--- config.mk ---
export PLATFORM = sky130hd
export DESIGN_NAME = strap_latch_boot_select
export DESIGN_NICKNAME = d
export VERILOG_FILES = /design/src/design/slbs_pkg.sv /design/src/design/strap_latch_boot_select.sv /design/src/design/slbs_pin_pad.sv /design/src/design/slbs_boot_decode.sv
export SDC_FILE = /design/constraint.sdc
export NUM_CORES = 1
export LEC_CHECK = 0
export BUFFER_PORTS_ARGS = -buffer_cell sky130_fd_sc_hd__clkbuf_2
export CAP_MARGIN = 5
export CORE_MARGIN = 4
export CORE_UTILIZATION = 40
export DETAILED_ROUTE_END_ITERATION = 10
export PLACE_DENSITY = 0.78
export RECOVER_POWER = 50
export SYNTH_ARGS = -nofsm -noshare
export SYNTH_HDL_FRONTEND = slang
export SYNTH_SLANG_ARGS = --single-unit
--- constraint.sdc ---
create_clock -name core_clk -period 4.21 [get_ports core_clk]
set_input_delay 0.842 -clock core_clk [delete_from_list [all_inputs] [get_ports core_clk]]
set_output_delay 0.842 -clock core_clk [all_outputs]
set_load 0.03 [all_outputs]
--- src/design/slbs_pkg.sv ---
// package: strap latch boot select constants and types
`default_nettype none
package slbs_pkg;
   // -------------------------------------------------------------------
   // register map
   // -------------------------------------------------------------------
   localparam logic [11:0] STRAP_CAPTURE_OFS = 12'h000;
   localparam logic [11:0] FLASH_SUPPLY_CFG_OFS = 12'h004;
   localparam logic [11:0] BOOT_STATUS_OFS = 12'h008;
   localparam logic [11:0] FUSE_SHADOW_OFS = 12'h00C;
   // -------------------------------------------------------------------
   // field positions
   // -------------------------------------------------------------------
   localparam int BOOT_SELECT_POS = 0;
   localparam int FLASH_SUPPLY_POS = 1;
   localparam int PRINT_GATE_POS = 2;
   localparam int OVR_VALUE_POS = 0;
   localparam int OVR_ENABLE_POS = 1;
   // -------------------------------------------------------------------
   // reset values and pull defaults
   // -------------------------------------------------------------------
   localparam logic BOOT_SELECT_PULL = 1'b1;
   localparam logic FLASH_SUPPLY_PULL = 1'b0;
   localparam logic PRINT_GATE_PULL = 1'b0;
   localparam logic [1:0] FLASH_CFG_RST = 2'h0;
   localparam logic [31:0] RDATA_RST = 32'h0000_0000;
   // -------------------------------------------------------------------
   // encodings
   // -------------------------------------------------------------------
   localparam logic [1:0] PRINT_ALWAYS = 2'h0;
   localparam logic [1:0] PRINT_GATE_LOW = 2'h1;
   localparam logic [1:0] PRINT_GATE_HIGH = 2'h2;
   localparam logic [1:0] PRINT_NEVER = 2'h3;
   localparam logic [1:0] HTRANS_NONSEQ = 2'h2;
   localparam logic FLASH_3V3 = 1'b0;
   localparam logic FLASH_1V8 = 1'b1;

   typedef enum logic [1:0] {
      SLBS_BOOT_FLASH,
      SLBS_BOOT_DOWNLOAD,
      SLBS_BOOT_ILLEGAL
   } slbs_boot_t;

   typedef struct packed {
      logic printGate;
      logic flashSupply;
      logic bootSelect;
   } slbs_strap_t;
endpackage
`default_nettype wire

--- src/design/strap_latch_boot_select.sv ---
// module: strap latch, boot select decode and ahb-lite strap registers
`default_nettype none
module strap_latch_boot_select (
   // clock and reset
   input wire logic core_clk,
   input wire logic resetn,
   // reset causes (any high holds system reset)
   input wire logic porReset,
   input wire logic lpWdtReset,
   input wire logic brownoutReset,
   input wire logic anaWdtReset,
   input wire logic glitchReset,
   // strap pads
   input wire logic boot_select_pin,
   input wire logic bootSelectDriven,
   input wire logic flash_supply_select_pin,
   input wire logic flashSupplyDriven,
   input wire logic print_gate_pin,
   input wire logic printGateDriven,
   // fuses
   input wire logic [1:0] printPolicyFuse,
   input wire logic printAltPinFuse,
   // rom print data from boot rom uart
   input wire logic romPrintTx,
   // ahb-lite slave
   input wire logic hsel,
   input wire logic [11:0] haddr,
   input wire logic [1:0] htrans,
   input wire logic hwrite,
   input wire logic [2:0] hsize,
   input wire logic [31:0] hwdata,
   input wire logic hready,
   output logic [31:0] hrdata,
   output logic hreadyout,
   output logic hresp,
   // boot outputs
   output logic systemInReset,
   output slbs_pkg::slbs_boot_t bootMode,
   output logic flashSupplySel,
   output logic printEnable,
   output logic primary_serial_tx,
   output logic alt_print_pin,
   output logic [2:0] funcPinIn
);
   // ------------------------------------------------------------------
   // pads
   // ------------------------------------------------------------------
   slbs_pkg::slbs_strap_t padLevel;

   slbs_pin_pad #(.PULL(slbs_pkg::BOOT_SELECT_PULL)) uBootPad (
      .padIn(boot_select_pin),
      .padDriven(bootSelectDriven),
      .level(padLevel.bootSelect),
      .funcIn(funcPinIn[slbs_pkg::BOOT_SELECT_POS])
   );
   slbs_pin_pad #(.PULL(slbs_pkg::FLASH_SUPPLY_PULL)) uFlashPad (
      .padIn(flash_supply_select_pin),
      .padDriven(flashSupplyDriven),
      .level(padLevel.flashSupply),
      .funcIn(funcPinIn[slbs_pkg::FLASH_SUPPLY_POS])
   );
   slbs_pin_pad #(.PULL(slbs_pkg::PRINT_GATE_PULL)) uPrintPad (
      .padIn(print_gate_pin),
      .padDriven(printGateDriven),
      .level(padLevel.printGate),
      .funcIn(funcPinIn[slbs_pkg::PRINT_GATE_POS])
   );

   // ------------------------------------------------------------------
   // strap latch
   // ------------------------------------------------------------------
   // resetn also loads the strap latch with the pull defaults; otherwise the
   // latch follows the system reset causes and keeps the captured bits
   slbs_pkg::slbs_strap_t strap_q, strap_d;
   logic sysReset;

   always_comb begin
      sysReset = porReset | lpWdtReset | brownoutReset
         | anaWdtReset | glitchReset;
      strap_d = strap_q;
      if (sysReset) begin
         strap_d = padLevel;
      end
      // after release pads no longer feed the latch
   end

   always_ff @(posedge core_clk or negedge resetn) begin
      if (!resetn) begin
         strap_q <= '{printGate: slbs_pkg::PRINT_GATE_PULL,
                      flashSupply: slbs_pkg::FLASH_SUPPLY_PULL,
                      bootSelect: slbs_pkg::BOOT_SELECT_PULL};
      end else begin
         strap_q <= strap_d;
      end
   end

   assign systemInReset = sysReset;

   // ------------------------------------------------------------------
   // decode
   // ------------------------------------------------------------------
   logic [1:0] printPolicy_q, printPolicy_d;
   logic altFuse_q, altFuse_d;

   // fuses are shadowed while system reset is high, like the straps
   always_comb begin
      printPolicy_d = printPolicy_q;
      altFuse_d = altFuse_q;
      if (sysReset) begin
         printPolicy_d = printPolicyFuse;
         altFuse_d = printAltPinFuse;
      end
   end

   always_ff @(posedge core_clk or negedge resetn) begin
      if (!resetn) begin
         printPolicy_q <= slbs_pkg::PRINT_ALWAYS;
         altFuse_q <= 1'b0;
      end else begin
         printPolicy_q <= printPolicy_d;
         altFuse_q <= altFuse_d;
      end
   end

   slbs_boot_decode uDecode (
      .strap(strap_q),
      .printPolicy(printPolicy_q),
      .bootMode(bootMode),
      .printEnable(printEnable)
   );

   // rom print routing: idle high on the unused pin
   always_comb begin
      primary_serial_tx = altFuse_q ? 1'b1 : romPrintTx;
      alt_print_pin = altFuse_q ? romPrintTx : 1'b1;
   end

   // ------------------------------------------------------------------
   // flash supply override
   // ------------------------------------------------------------------
   logic [1:0] flashCfg_q, flashCfg_d;

   always_comb begin
      if (flashCfg_q[slbs_pkg::OVR_ENABLE_POS]) begin
         flashSupplySel = flashCfg_q[slbs_pkg::OVR_VALUE_POS];
      end else begin
         // 0 -> 3.3 V, 1 -> 1.8 V
         flashSupplySel = strap_q.flashSupply;
      end
   end

   // ------------------------------------------------------------------
   // ahb-lite slave, zero wait state
   // ------------------------------------------------------------------
   logic wrPend_q, wrPend_d;
   logic [11:0] addr_q, addr_d;
   logic [31:0] rdata_q, rdata_d;
   logic take;

   always_comb begin
      take = hsel & hready & (htrans == slbs_pkg::HTRANS_NONSEQ);
      wrPend_d = take & hwrite;
      addr_d = take ? haddr : addr_q;
      rdata_d = rdata_q;
      flashCfg_d = flashCfg_q;
      if (take && !hwrite) begin
         unique case (haddr)
            slbs_pkg::STRAP_CAPTURE_OFS:
               rdata_d = {29'h0, strap_q};
            slbs_pkg::FLASH_SUPPLY_CFG_OFS:
               rdata_d = {30'h0, flashCfg_q};
            slbs_pkg::BOOT_STATUS_OFS:
               rdata_d = {28'h000_0000, printEnable, flashSupplySel,
                  bootMode};
            slbs_pkg::FUSE_SHADOW_OFS:
               rdata_d = {29'h0, altFuse_q, printPolicy_q};
            default:
               rdata_d = slbs_pkg::RDATA_RST;
         endcase
      end
      // only the config word is writable; strap word ignores writes
      if (wrPend_q && addr_q == slbs_pkg::FLASH_SUPPLY_CFG_OFS) begin
         flashCfg_d = hwdata[1:0];
      end
   end

   always_ff @(posedge core_clk or negedge resetn) begin
      if (!resetn) begin
         wrPend_q <= 1'b0;
         addr_q <= slbs_pkg::STRAP_CAPTURE_OFS;
         rdata_q <= slbs_pkg::RDATA_RST;
         flashCfg_q <= slbs_pkg::FLASH_CFG_RST;
      end else begin
         wrPend_q <= wrPend_d;
         addr_q <= addr_d;
         rdata_q <= rdata_d;
         flashCfg_q <= flashCfg_d;
      end
   end

   assign hrdata = rdata_q;
   assign hreadyout = 1'b1;
   assign hresp = 1'b0;

endmodule
`default_nettype wire

--- src/design/slbs_pin_pad.sv ---
// module: one strap pin with weak pull and function-mode pass-through
`default_nettype none
module slbs_pin_pad #(
   parameter logic PULL = 1'b0
) (
   // pad side
   input wire logic padIn,
   input wire logic padDriven,
   // core side
   output logic level,
   output logic funcIn
);
   // undriven pad falls to the weak pull
   always_comb begin
      level = padDriven ? padIn : PULL;
      funcIn = level;
   end
endmodule
`default_nettype wire

--- src/design/slbs_boot_decode.sv ---
// module: boot mode and rom print decode from latched straps
`default_nettype none
module slbs_boot_decode (
   // inputs
   input wire slbs_pkg::slbs_strap_t strap,
   input wire logic [1:0] printPolicy,
   // outputs
   output slbs_pkg::slbs_boot_t bootMode,
   output logic printEnable
);
   always_comb begin
      if (strap.bootSelect) begin
         bootMode = slbs_pkg::SLBS_BOOT_FLASH;
      end else if (!strap.printGate) begin
         bootMode = slbs_pkg::SLBS_BOOT_DOWNLOAD;
      end else begin
         // board broke the strap contract; flagged, not trusted
         bootMode = slbs_pkg::SLBS_BOOT_ILLEGAL;
      end
      unique case (printPolicy)
         slbs_pkg::PRINT_ALWAYS: printEnable = 1'b1;
         slbs_pkg::PRINT_GATE_LOW: printEnable = !strap.printGate;
         slbs_pkg::PRINT_GATE_HIGH: printEnable = strap.printGate;
         slbs_pkg::PRINT_NEVER: printEnable = 1'b0;
      endcase
   end
endmodule
`default_nettype wire

# Word level (Yosys, flattened, before mapping)
# Cells that the tools add are included.
[word_totals]
latch_bits = 0
inputBits = 69
output_inout_bits = 44
romBits = 0
mem_bits_rw = 0
memories = 0
word_cells = 40
reg_bits = 53
[op_classes]
reduce_logical = 6
shift = 0
n_eq_ne = 8
bitwise_logic = 7
magnitude_cmp = 0
div = 0
n_addsub = 0
mux = 10
mul = 0
[op_table]
columns = ["operator", "count"]
rows = [
  ["$eq 12x3->1 const B", 2],
  ["$eq 12x4->1 const B", 2],
  ["$pmux 4 s4", 1],
  ["$logic_not 12->1", 1],
  ["$eq 2x2->1 const B", 3],
  ["$mux 1", 6],
  ["$mux 2", 2],
  ["$or 1x1->1", 4],
  ["$pmux 1 s4", 1],
  ["$and 1x1->1", 3],
  ["$eq 2x1->1 const B", 1],
  ["$logic_and 1x1->1", 2],
  ["$logic_not 1->1", 2],
  ["$logic_not 2->1", 1],
]

# Logic depth before layout (Yosys ltp)
[depth]
depth_word = 4
mapped_depth = 4
depth_no_buf = 3

# Modules after synthesis
# A second synthesis with hierarchy kept.
[hier_totals]
hier_cells = 124
area_unflattened_um2 = 1461.4
[modules_own_cells]
columns = ["mod", "area_each_um2", "seq_area_each_um2", "cells_per_inst", "instances"]
rows = [
  ["strap_latch_boot_select", 1397.6, 626.9, 115, 1],
  ["slbs_pin_pad", 13.8, 0.0, 2, 3],
  ["slbs_boot_decode", 22.5, 0.0, 3, 1],
]

# Least setup slack after synthesis
# OpenSTA, ideal clock, no wires.
[synth_timing]
path_type = "input to output"
start = "in porReset"
end = "out systemInReset"
slack_ps = 1635
path_buffers = 0
t_arrival_ps = 1733
required_time_ps = 3368
path_stages = 3
cell_sequence = "or4_4 > nor2_8 > inv_1"
[synth_between]
elab_chain_cells = 4
[synth_lines]
columns = ["element", "line", "source"]
rows = [
  ["start, declared", "strap_latch_boot_select.sv:8", "input wire logic porReset,"],
  ["$or 1x1->1 (2 in series)", "strap_latch_boot_select.sv:78", "sysReset = porReset | lpWdtReset | brownoutReset"],
  ["$or 1x1->1 (2 in series)", "strap_latch_boot_select.sv:79", "| anaWdtReset | glitchReset;"],
  ["end, declared", "strap_latch_boot_select.sv:37", "output logic systemInReset,"],
]
# No other way between the ends.

# Worst setup path after layout
# Ends and elaborated chain as after synthesis.

==> impl_metrics.yaml <==
hold_path:
  min_path_cells: 1
  hold_start: "addr_q[5]$_DFFE_PN0P_"
  hold_path.class: "register to register"
routing:
  wl_per_cell_um: 12.48
  routed_via_density: 4.553
  drtPass1Iterations: 4
  routed-via-count: 979
  wl_mm: 2.683
  drtIter0Drc: 13
  detail-route-antenna-nets: 0
  drc: 0
setup_path:
  cp-start-kind: "input port"
  cp_common_cell: "clkbuf_2"
  path_cells: "clkbuf_2 -> or4_4 -> nor2_1 -> inv_1 -> clkbuf_2"
  end_kind: "output port"
  worst_r2r_path_depth: 3
  startpoint: "porReset"
  crit_slowest_cell: "nor2_1"
  rr_startpoint: "strap_q[0]$_DFFE_PN1P_"
  path_class: "input port to output port"
  critPathRequiredTime_ns: 3.37
  arrival_ns: 2.24
  crit_fanout: 7
  slowest_delay_ns: 0.52
timing:
  fin_crit_sh_pct: 73.28
  fmax_mhz: 324.1
  fin_skew_ns: 0.004683
  setup_violations: 0
  worstMarginPinSlew_ns: 1.321
  slew-limit-headroom_pct: 11.91
  final.setup.tns_ns: 0
  period_needed_ns: 3.085
  rsz0062_at_grt: "false"
  final_max_slew_viol_count: 0
  hold_slack_ns: 0.5206
  hold_viol: 0
final_layout:
  multi_input_area_um2: 645.6
  layout.nets: 239
  final_cells: 215
  ff_latch_area_um2: 626.9
  n_fill_cell: 341
  synthToLayoutAreaGrowth_pct: 10.41
  final_cell_area_um2: 1605
  antenna_cells: 0
  layout-drive-gt1-share_pct: 45.56
clocking:
  cts_root_buffer: "clkbuf_4"
  cts_setup_buffers: 0
  cts-hold-fix-buffers: 0
  clk_latency_ns: 0.30
  post_cts_resized: 0
  htreeDepth: 1
  clkTransAtPathRegs_ns: 0.13
  clock_sink_count: 25
  cts_buffer_depth: 2
  cts_made_buffers: 3
  cts_tree: "yes"
die:
  core_um2: 3416
  die_area_um2: 4664
  die_x_um: 68.29
  ioPinCount: 113
  rows: 21
  start_util_pct: 42.56
  die_y_um: 68.29
grt:
  track_usage_pct: 11.57
  grt_max_degree: 26
  grt_pass1_wl_mm: 4.057
  grt_pass1_vias: 928
  antenna_found_initial: 0
  grt-ovfl-total: 0
job:
  drv_cap: 0
yosys:
  synthTopCellsByArea: "dfrtp_1, buf_4, mux2_2"
  syn_inst: 123
  yosysWarnings: 0
  yosysUniqueCellTypes: 31
  synth.avg_cell_area_um2: 11.82
  seq_area_frac_synth_pct: 43.12
  synth_seq_cells: 25
  synth_top_area_share_pct: 41.31
  syn_area_um2: 1454
  yosys.area.top_type: "dfrtp_1"
placement:
  dpl.cell_count: 211
  hpwl_mm: 2.267
  place_area_um2: 1607
  gp_congestion: 0.8078
  io_buffers: 49
pwr:
  ir_drop_mv: 0.1098
  p_leak_nw: 0.8100
  power_density_nw_per_um2: 319.8
status:
  status: "complete, no violations"
## metal layers
| metal | global-route usage, % | vias to the layer above | share of wire [%] |
|---|---|---|---|
| met1 | 15.42 | 445 | 44 |
| li1 | - | 463 | - |
| met5 | 0 | - | 0 |
| met4 | 2.978 | 0 | 1.1 |
| met2 | 18.77 | 67 | 42 |
| met3 | 2.791 | 4 | 13 |
## layout by cell type, fill, tap and decap left out
master	Yosys	layout
conb_1	2	30
a21bo_2	2	2
or2_2	1	1
and2_1	2	2
nand4_1	1	1
nand3_1	1	1
mux2i_1	1	1
inv_1	2	2
nor4_1	2	2
nor2b_1	2	2
mux4_2	2	2
or4_4	1	1
clkbuf_2	0	46
a211oi_1	1	1
and4b_1	1	1
nor2_1	4	5
o21ai_0	4	4
clkbuf_4	0	3
nor3_1	2	2
nand4b_1	1	1
nor4b_1	2	2
dfstp_2	1	1
nand2_1	1	1
nand2b_1	2	2
nor3b_1	1	1
mux2_4	6	4
clkbuf_1	2	4
o41ai_1	2	2
mux2_2	15	17
and3_1	1	1
dfrtp_1	24	24
## per-stage QoR
step           total power (W)  setup WS, ns  util [%]
2_1_floorplan        0.0004019         1.635         -
3_3_place_gp         0.0004158         1.468     47.03
3_5_place_dp         0.0004196         1.454     47.03
4_1_cts              0.0005203         1.453     47.80
5_1_grt              0.0005455         1.013     47.00
6_report             0.0005133         1.125     47.00
## worst max-delay path: cells and delay by family
family / cells / cell delay [ns]
buf+inv: 3 / 0.38
simple gates: 2 / 1.03
## Yosys cell counts
master,count
o41ai_1,2
a21bo_2,2
mux2i_1,1
dfrtp_1,24
or4_4,1
inv_1,2
and4b_1,1
nor3b_1,1
nand2_1,1
dfstp_2,1
nand4_1,1
nor4b_1,2
buf_4,33
nor2b_1,2
conb_1,2
mux2_4,6
or2_2,1
o21ai_0,4
nor3_1,2
nand2b_1,2
clkbuf_1,2
nand4b_1,1
nand3_1,1
and3_1,1
mux4_2,2
nor2_8,1
nor4_1,2
a211oi_1,1
mux2_2,15
nor2_1,4
and2_1,2
## flip-flops by register name (all words and copies together) (netlist names)
name,flops
addr_q,12
flashCfg_q,2
strap_q,3
printPolicy_q,2
hrdata,4
altFuse_q,1
wrPend_q,1
## logic make-up (layout without fill, tap and decap cells)
| logic type | count (synthesis) | after routing | share of synthesized area [%] |
|---|---|---|---|
| AOI/OAI and AO/OA | 9 | 9 | 4.476 |
| buffers and inverters | 37 | 55 | 18.07 |
| DFF | 25 | 25 | 43.12 |
| muxes | 24 | 24 | 21.60 |
| other | 2 | 30 | 0.5165 |
| and+or+nand+nor | 26 | 26 | 12.22 |
## worst paths after layout
path	to	slack [ns]
min reg2reg	addr_q[5]$_DFFE_PN0P_	0.52
min	addr_q[5]$_DFFE_PN0P_	0.52
max	systemInReset	1.12
max reg2reg	hrdata[0]$_DFFE_PN0P_	2.79
min in group asynchronous	addr_q[9]$_DFFE_PN0P_	0.80
max in group asynchronous	addr_q[2]$_DFFE_PN0P_	2.64
## where the power goes
part           switching, W  internal [W]  leakage (nW)
logic             0.0000765     0.0000488         0.487
registers         0.0000164      0.000270         0.308
clock network     0.0000646     0.0000369        0.0150
total              0.000158      0.000356         0.810
## area by class of cell
type / count / area share (%)
clock buffers: 4 / 1.637
well taps: 46 / 3.585
inverters: 2 / 0.4677
multi-input cells: 89 / 40.22
flip-flops and latches: 25 / 39.05
repair buffers: 49 / 15.04
(Power assumes the default switching activity.)
